==> src/include/lrc_pkg.sv <==
// lrc_pkg: register map, field positions and reset values of the ladder
// reference control block. assumes a classic wishbone bus with 32-bit data.
package lrc_pkg;
  // register byte offsets
  localparam logic [7:0] LRC_SHARED_OFS = 8'h00;
  localparam logic [7:0] LRC_WDOG_OFS = 8'h04;
  localparam logic [7:0] LRC_STATUS_OFS = 8'h08;
  // ladder_reference_control field positions
  localparam int LRC_POWER_BIT = 7;
  localparam int LRC_PIN_OE_BIT = 6;
  localparam int LRC_RANGE_BIT = 5;
  localparam int LRC_SOURCE_BIT = 4;
  localparam int LRC_TAP_LSB = 0;
  localparam int LRC_TAP_W = 4;
  // watchdog_control field position
  localparam int LRC_ALT_MAP_BIT = 4;
  // status field positions
  localparam int LRC_STAT_DIR_BIT = 0;
  localparam int LRC_STAT_ALT_BIT = 1;
  // reset values
  localparam logic [7:0] LRC_CTRL_RST = 8'h00;
  localparam logic [7:0] LRC_PERIOD_RST = 8'hff;
  localparam logic [7:0] LRC_WDOG_RST = 8'h00;
  localparam logic LRC_DIR_RST = 1'b1;
  localparam logic [31:0] LRC_RDATA_RST = 32'h0000_0000;
  // clk_i cycles software allows the ladder to settle after a change
  localparam int LRC_SETTLE_CYCLES = 8;
  // clk_i cycles of idle that stand in for a sleep period
  localparam int LRC_SLEEP_CYCLES = 64;
endpackage : lrc_pkg

==> src/logic/lrc_ladder_reference_control.sv <==
// lrc_ladder_reference_control: control register of the resistor ladder
// reference, the timer 4 period register it shares an address with, and the
// alternate-map select. assumes port_f_direction_i comes from port logic on clk_i.
//
// Summary of operation
// - bit 7 of the control register powers the ladder on (1) or down (0).
// - bit 6 connects the reference level to port F pin 5 when set.
// - bit 5 selects low range (one) or high range (zero) of the ladder.
// - bit 4 selects external reference pins (one) or analog supply rails (zero).
// - low four bits drive the ladder as an unsigned tap code 0 to 15.
// - while bit 6 is set, port F bit 5 direction is overridden.
// - control register shares the timer 4 period address; alternate-map bit selects it.
// - register contents survive wake-up from sleep; only device reset clears them.
// - device reset clears power, pin enable, range and tap-code bits.
`timescale 1ns/1ps
module lrc_ladder_reference_control
  import lrc_pkg::*;
(
  input wire logic clk_i,
  input wire logic rst_i,
  // classic wishbone slave
  input wire logic cyc_i,
  input wire logic stb_i,
  input wire logic we_i,
  input wire logic [7:0] adr_i,
  input wire logic [3:0] sel_i,
  input wire logic [31:0] dat_i,
  output logic [31:0] dat_o,
  output logic ack_o,
  // port F pin 5 direction from the port logic, and the value the pin really uses
  input wire logic port_f_direction_i,
  output logic port_f_pin5_direction_o,
  // analog ladder controls
  output logic ladder_power_on_o,
  output logic reference_pin_output_enable_o,
  output logic range_select_o,
  output logic supply_source_select_o,
  output logic [3:0] tap_code_o,
  // period seen by timer 4
  output logic [7:0] timer4_period_o
);

  ////////////////////////////////////////////////////////////////////////////
  // state and decode nets

  logic ack_ff;
  logic nxt_ack;
  logic [31:0] dat_ff;
  logic [31:0] nxt_dat;
  logic [7:0] ctrl_ff;
  logic [7:0] nxt_ctrl;
  logic [7:0] period_ff;
  logic [7:0] nxt_period;
  logic [7:0] wdog_ff;
  logic [7:0] nxt_wdog;
  logic dir_ff;
  logic nxt_dir;
  logic req_new;
  logic wr_commit;
  logic alt_map;
  logic hit_shared;
  logic hit_wdog;
  logic hit_status;
  logic hit_ctrl;
  logic hit_period;

  ////////////////////////////////////////////////////////////////////////////
  // address decode
  // the shared offset has two owners; the alternate-map bit picks one, so a
  // timer driver that never sets it cannot disturb the ladder by accident.
  // unmapped offsets are still acked, read zero and drop writes

  always_comb begin
    hit_shared = 1'b0;
    hit_wdog = 1'b0;
    hit_status = 1'b0;
    if (adr_i == LRC_SHARED_OFS) begin
      hit_shared = 1'b1;
    end else if (adr_i == LRC_WDOG_OFS) begin
      hit_wdog = 1'b1;
    end else if (adr_i == LRC_STATUS_OFS) begin
      hit_status = 1'b1;
    end
  end

  assign alt_map = wdog_ff[LRC_ALT_MAP_BIT];
  assign hit_ctrl = hit_shared & alt_map;
  assign hit_period = hit_shared & ~alt_map;

  ////////////////////////////////////////////////////////////////////////////
  // bus handshake
  // ack follows one cycle after the request is taken; read data is latched on
  // the taking edge so dat_o is valid in the same cycle as ack

  assign req_new = cyc_i & stb_i & ~ack_ff;
  // a write lands on the edge where the master samples ack, never earlier;
  // only byte lane 0 carries register bits
  assign wr_commit = cyc_i & stb_i & we_i & ack_ff & sel_i[0];

  always_comb begin
    nxt_ack = req_new;
    nxt_dat = dat_ff;
    if (req_new) begin
      nxt_dat = LRC_RDATA_RST;
      if (hit_ctrl) begin
        nxt_dat[7:0] = ctrl_ff;
      end else if (hit_period) begin
        nxt_dat[7:0] = period_ff;
      end else if (hit_wdog) begin
        nxt_dat[7:0] = wdog_ff;
      end else if (hit_status) begin
        nxt_dat[LRC_STAT_DIR_BIT] = dir_ff;
        nxt_dat[LRC_STAT_ALT_BIT] = alt_map;
      end
    end
  end

  always_ff @(posedge clk_i) begin
    if (rst_i) begin
      ack_ff <= 1'b0;
      dat_ff <= LRC_RDATA_RST;
    end else begin
      ack_ff <= nxt_ack;
      dat_ff <= nxt_dat;
    end
  end

  ////////////////////////////////////////////////////////////////////////////
  // ladder control register

  always_comb begin
    nxt_ctrl = ctrl_ff;
    if (wr_commit && hit_ctrl) begin
      nxt_ctrl = dat_i[7:0];
    end
  end

  // only rst_i clears it; sleep and wake have no path here, so a wake-up
  // finds the ladder exactly as software left it
  always_ff @(posedge clk_i) begin
    if (rst_i) begin
      ctrl_ff <= LRC_CTRL_RST;
    end else begin
      ctrl_ff <= nxt_ctrl;
    end
  end

  ////////////////////////////////////////////////////////////////////////////
  // timer 4 period register

  always_comb begin
    nxt_period = period_ff;
    if (wr_commit && hit_period) begin
      nxt_period = dat_i[7:0];
    end
  end

  always_ff @(posedge clk_i) begin
    if (rst_i) begin
      period_ff <= LRC_PERIOD_RST;
    end else begin
      period_ff <= nxt_period;
    end
  end

  ////////////////////////////////////////////////////////////////////////////
  // watchdog control: only the alternate-map select is kept here

  always_comb begin
    nxt_wdog = wdog_ff;
    if (wr_commit && hit_wdog) begin
      nxt_wdog = LRC_WDOG_RST;
      nxt_wdog[LRC_ALT_MAP_BIT] = dat_i[LRC_ALT_MAP_BIT];
    end
  end

  always_ff @(posedge clk_i) begin
    if (rst_i) begin
      wdog_ff <= LRC_WDOG_RST;
    end else begin
      wdog_ff <= nxt_wdog;
    end
  end

  ////////////////////////////////////////////////////////////////////////////
  // pin direction override
  // the override must see the new enable in the same cycle the ladder does,
  // so it is computed from the next control value, not the stored one;
  // forcing input keeps a digital driver from fighting the analog level

  always_comb begin
    if (nxt_ctrl[LRC_PIN_OE_BIT]) begin
      nxt_dir = 1'b1;
    end else begin
      nxt_dir = port_f_direction_i;
    end
  end

  always_ff @(posedge clk_i) begin
    if (rst_i) begin
      dir_ff <= LRC_DIR_RST;
    end else begin
      dir_ff <= nxt_dir;
    end
  end

  ////////////////////////////////////////////////////////////////////////////
  // outputs
  // every output is a flop or a slice of one, so the analog side never sees
  // decode glitches

  assign dat_o = dat_ff;
  assign ack_o = ack_ff;
  assign port_f_pin5_direction_o = dir_ff;
  assign ladder_power_on_o = ctrl_ff[LRC_POWER_BIT];
  assign reference_pin_output_enable_o = ctrl_ff[LRC_PIN_OE_BIT];
  assign range_select_o = ctrl_ff[LRC_RANGE_BIT];
  assign supply_source_select_o = ctrl_ff[LRC_SOURCE_BIT];
  assign tap_code_o = ctrl_ff[LRC_TAP_LSB +: LRC_TAP_W];
  assign timer4_period_o = period_ff;

endmodule : lrc_ladder_reference_control

==> config.mk <==
export PLATFORM = sky130hd
export DESIGN_NAME = lrc_ladder_reference_control
export DESIGN_NICKNAME = d
export VERILOG_FILES = /design/src/include/lrc_pkg.sv /design/src/logic/lrc_ladder_reference_control.sv
export SDC_FILE = /design/constraint.sdc
export NUM_CORES = 1
export LEC_CHECK = 0
export BUFFER_PORTS_ARGS = -buffer_cell sky130_fd_sc_hd__buf_2
export CORE_AREA = 2 2 72 57
export DETAILED_ROUTE_END_ITERATION = 8
export DIE_AREA = 0 0 74 59
export PLACE_DENSITY = 0.83
export SKIP_CTS_REPAIR_TIMING = 1
export SYNTH_ARGS = -nofsm -noshare
export SYNTH_HDL_FRONTEND = slang
export SYNTH_SLANG_ARGS = --single-unit
==> constraint.sdc <==
create_clock -name clk_i -period 1.3 [get_ports clk_i]
set_input_delay 0 -clock clk_i [delete_from_list [all_inputs] [get_ports clk_i]]
set_output_delay 0 -clock clk_i [all_outputs]
set_load 0.01 [all_outputs]
# Word level (Yosys, flattened, before mapping)
# Cells that the tools add are included.
# op_classes
muxes,12
eq_ne,2
bitwise_logic,9
n_reduce_logical,5
# ops
op,count
$mux 8,2
$eq 8x3->1 const B,1
$eq 8x4->1 const B,1
$logic_not 8->1,1
$and 1x1->1,7
$mux 7,1
$mux 1,6
$mux 2,2
$logic_and 1x1->1,3
$mux 3,1
$not 1->1,2
$reduce_or 2->1,1
# word_totals
in_bits,50
elab_cells,35
regBits,27

# Depth between registers and ports, before layout
# logic_depth
depth_word,8
ltp_mapped,4
mapped_depth_nobuf,3

# Least setup slack after synthesis
# OpenSTA, ideal clock, no wires.
# synth_timing
kind,register -> register
start,"register ack_ff, in the netlist ack_o"
end,"register period_ff[0], in the netlist timer4_period_o[0]"
setup_slack_ns,0.104
arrival_time_ns,1.069
setup_ns,0.127
stages_incl_launch_ff,4
required_ns,1.173
path_buffers,0
path_cell_list,dfxtp_1 > and4b_1 > nand4_2 > mux2i_1
# synth_via
elab_chain_cells,3
# synth_lines
item,line_no,source
start: declaration,lrc_ladder_reference_control.sv:46,logic ack_ff;
start signal: assignment,lrc_ladder_reference_control.sv:123,ack_ff <= nxt_ack;
$and 1x1->1 (2 in a row),lrc_ladder_reference_control.sv:98,assign wr_commit = cyc_i & stb_i & we_i & ack_ff & sel_i[0];
$logic_and 1x1->1,lrc_ladder_reference_control.sv:153,if (wr_commit && hit_period) begin
end signal: assignment,lrc_ladder_reference_control.sv:162,period_ff <= nxt_period;
end: declaration,lrc_ladder_reference_control.sv:52,logic [7:0] period_ff;
# No other way between the ends.
# A chain may end at the register's enable or synchronous reset.

# Worst setup path in the final report
# layout_timing
start,register wdog_ff[4]
end,"register dat_ff[1], in the netlist dat_o[1]"
# layout_via
elab_chain_cells,4
word_cells_on_any_way,7
classes_between,4 x mux; 3 x bitwise
# layout_lines
item,line_no,source
start: declaration,lrc_ladder_reference_control.sv:54,logic [7:0] wdog_ff;
start signal: assignment,lrc_ladder_reference_control.sv:181,wdog_ff <= nxt_wdog;
$mux 2 or $not 1->1 (tied branches),"lrc_ladder_reference_control.sv:111, lrc_ladder_reference_control.sv:88",
$mux 2 or $and 1x1->1 (tied branches),"lrc_ladder_reference_control.sv:109, lrc_ladder_reference_control.sv:88",
$mux 8,lrc_ladder_reference_control.sv:107,end else if (hit_period) begin
$mux 8 *,lrc_ladder_reference_control.sv:105,if (hit_ctrl) begin
end signal: assignment,lrc_ladder_reference_control.sv:124,dat_ff <= nxt_dat;
end: declaration,lrc_ladder_reference_control.sv:48,logic [31:0] dat_ff;
# Mark *: on every way between the ends. The rest lies on a longest branch, timed or not.

==> run_results.csv <==
group,metric,value,unit
clock_tree,cts.clk_slew.worst_paths,0.09,ns
global_route,grt_pass1_wl,4460,µm
die,ios,100,
power,powerDensity,832,nW/µm²
die,coreArea,3590,µm²
logic_synthesis,synthTopCellsByArea,"dfxtp_1, mux2i_1, buf_4, nand2b_1, nor2_1",
logic_synthesis,ys_ff_latch,27,
logic_synthesis,async_flop_share,0,
logic_synthesis,synth_flop_cell,"dfxtp_1",
power,finalPower,1.46,mW
critical_path,cp-end-kind,"flop",
logic_synthesis,synthCells,152,
die,initial_utilization,0.406,
place,portBuffers,48,
sta,finalMaxSlewViolations,0,
sta,finalCritPeriodShare,0.929,
die,dieArea,4370,µm²
sta,grt_setup_unrepaired,"no",
sta,final_hold_viol_count,4,
cells_and_area,final_layout_size_suffix_gt1_frac,0.327,
logic_synthesis,yosysTopAreaCell,"dfxtp_1",
cells_and_area,finalNonFillerCells,257,
logic_synthesis,ys_types,30,
die,die_x,74,µm
flow_run,max-cap-violations,0,
detailed_routing,routedWlPerCell,11.6,µm
global_route,grt_antenna_before_repair,0,
power,ir_drop,437,µV
logic_synthesis,synth_top_area_share,0.371,
die,fp.dieH,59,µm
critical_path,worst-path-max-fanout,6,
global_route,grt_pass1_vias,1003,
logic_synthesis,avgSynthCellArea,9.58,µm²
sta,clock_skew,0.00770,ns
critical_path,criticalPathCategory,"flop to flop",
detailed_routing,route.detailed.drc,0,
global_route,grt_util_all_layers,0.134,
worst_hold_path,hold_class,"primary input to flop",
status,violations,"negative hold slack",
clock_tree,clockRootBuffer,"clkbuf_8",
detailed_routing,vias_per_cell,4.49,
logic_synthesis,synth_edf_count,0,
logic_synthesis,synth_seq_area_share,0.371,
clock_tree,clock_tree.buffer_depth,2,
global_route,grt_max_degree,38,
clock_tree,cts_sinks,27,
critical_path,crit_arrival,1.39,ns
cells_and_area,antenna_cells,0,
clock_tree,cts_tree,"done",
critical_path,cp.required,1.48,ns
detailed_routing,wirelength,2990,µm
cells_and_area,fin_nets,256,
cells_and_area,fill_cells,344,
critical_path,critPathLaunchType,"flop",
clock_tree,h-tree-depth,1,
global_route,overflow,0,
clock_tree,clkLatencyLatePin,0.27,ns
place,routabilityCongestion,0.889,
logic_synthesis,syn_area,1460,µm²
power,power_leakage,0.842,nW
place,dp.cells,253,
sta,setup_viol,0,
logic_synthesis,ys_warn_count,0,
detailed_routing,vias,1153,
status,status,"complete, but fails checks",
sta,max_freq,0.828,GHz
clock_tree,numCtsBuffers,3,
place,dp_hpwl,2390,µm
sta,fin_hold_ws,-0.00621,ns
detailed_routing,dr.pass1.iters,4,
detailed_routing,drt.antenna.violating_nets,0,
sta,finalSetupTns,0,ns
cells_and_area,area_growth,20.6,%
detailed_routing,drtIter0Drc,23,
die,rows,19,
cells_and_area,final_util,0.489,
sta,min_period,1.21,ns
-- cells in the final DEF (no fill, tap or decap), drive strengths merged, types with 2 or more instances in the layout --
cell     count
nand3        2
nor3         2
o32ai        3
mux2i       24
o2bb2ai      5
nand2b      17
buf         56
nand4        2
a21oi        2
nor4         2
conb        24
dfxtp       27
and4         2
nor2        17
inv          5
and4b        2
clkbuf       3
-- worst paths after layout --
path / from / to / slack (ns) / depth (start not counted)
worst min-delay path: dat_i[5] / ctrl_ff[5] / -0.006 / 3
worst max-delay path: wdog_ff[4] / dat_o[1] / 0.09 / 5
worst min register to register: dat_o[4] / dat_o[4] / 0.45 / 2
worst max register to register: wdog_ff[4] / dat_o[1] / 0.09 / 5
-- report_power, final --
group,internal (mW),switching [mW]
sequential,0.830,0.00248
clock,0.214,0.255
combinational,0.0606,0.0995
total,1.10,0.357
-- synth_stat cells (all sizes together), types with 2 or more instances --
library cell	number
a21oi	2
and4	2
and4b	2
buf	26
clkbuf	4
dfxtp	27
inv	5
mux2i	24
nand2b	17
nand3	2
nand4	2
nor2	17
nor3	2
nor4	2
o2bb2ai	5
o32ai	3
-- sequential cells by signal, indices dropped and copies added (netlist names) --
name	flops
ctrl_ff	8
ack_o	1
wdog_ff	1
port_f_pin5_direction_o	1
timer4_period_o	8
dat_o	8
-- layer usage --
| layer | track usage | share of wire | vias up |
|---|---|---|---|
| met1 | 0.168 | 0.46 | 528 |
| met4 | 0.0364 | 0.0047 | 0 |
| met5 | 0 | 0 | - |
| met3 | 0.0357 | 0.072 | 2 |
| met2 | 0.228 | 0.46 | 41 |
| li1 | - | - | 582 |
-- cell type report --
cell class              instances  area (µm²)  share of cell area
multi-input cells             113         772               0.439
well taps                      52        65.1              0.0370
flip-flops and latches         27         542               0.308
clock inverters                 1        5.00             0.00285
clock buffers                   3        41.3              0.0235
inverters                       5        18.8              0.0107
repair buffers                 56         313               0.178
-- through the flow --
step,cell area (µm²),setup WS [ns]
2_1_floorplan,1540,0.104
3_3_place_gp,1710,0.0739
3_5_place_dp,1710,0.0490
4_1_cts,1760,0.0338
5_1_grt,1760,0.0220
6_report,1760,0.0918
-- worst max-delay path, stage by stage (launching register included) --
cell	delay, ns
dfxtp_1	0.34
buf_4	0.16
buf_4	0.16
nor3b_1	0.20
a21oi_1	0.06
o32ai_1	0.21
-- logic make-up (layout without fill, tap and decap cells) --
logic type	count (synthesis)	after routing	synth area share
mux	25	25	0.173
compound gates	13	13	0.0696
flops	27	27	0.371
simple gates	51	51	0.226
other cells	1	24	0.00257
buf+inv	35	65	0.158
(Power assumes the default switching activity.)
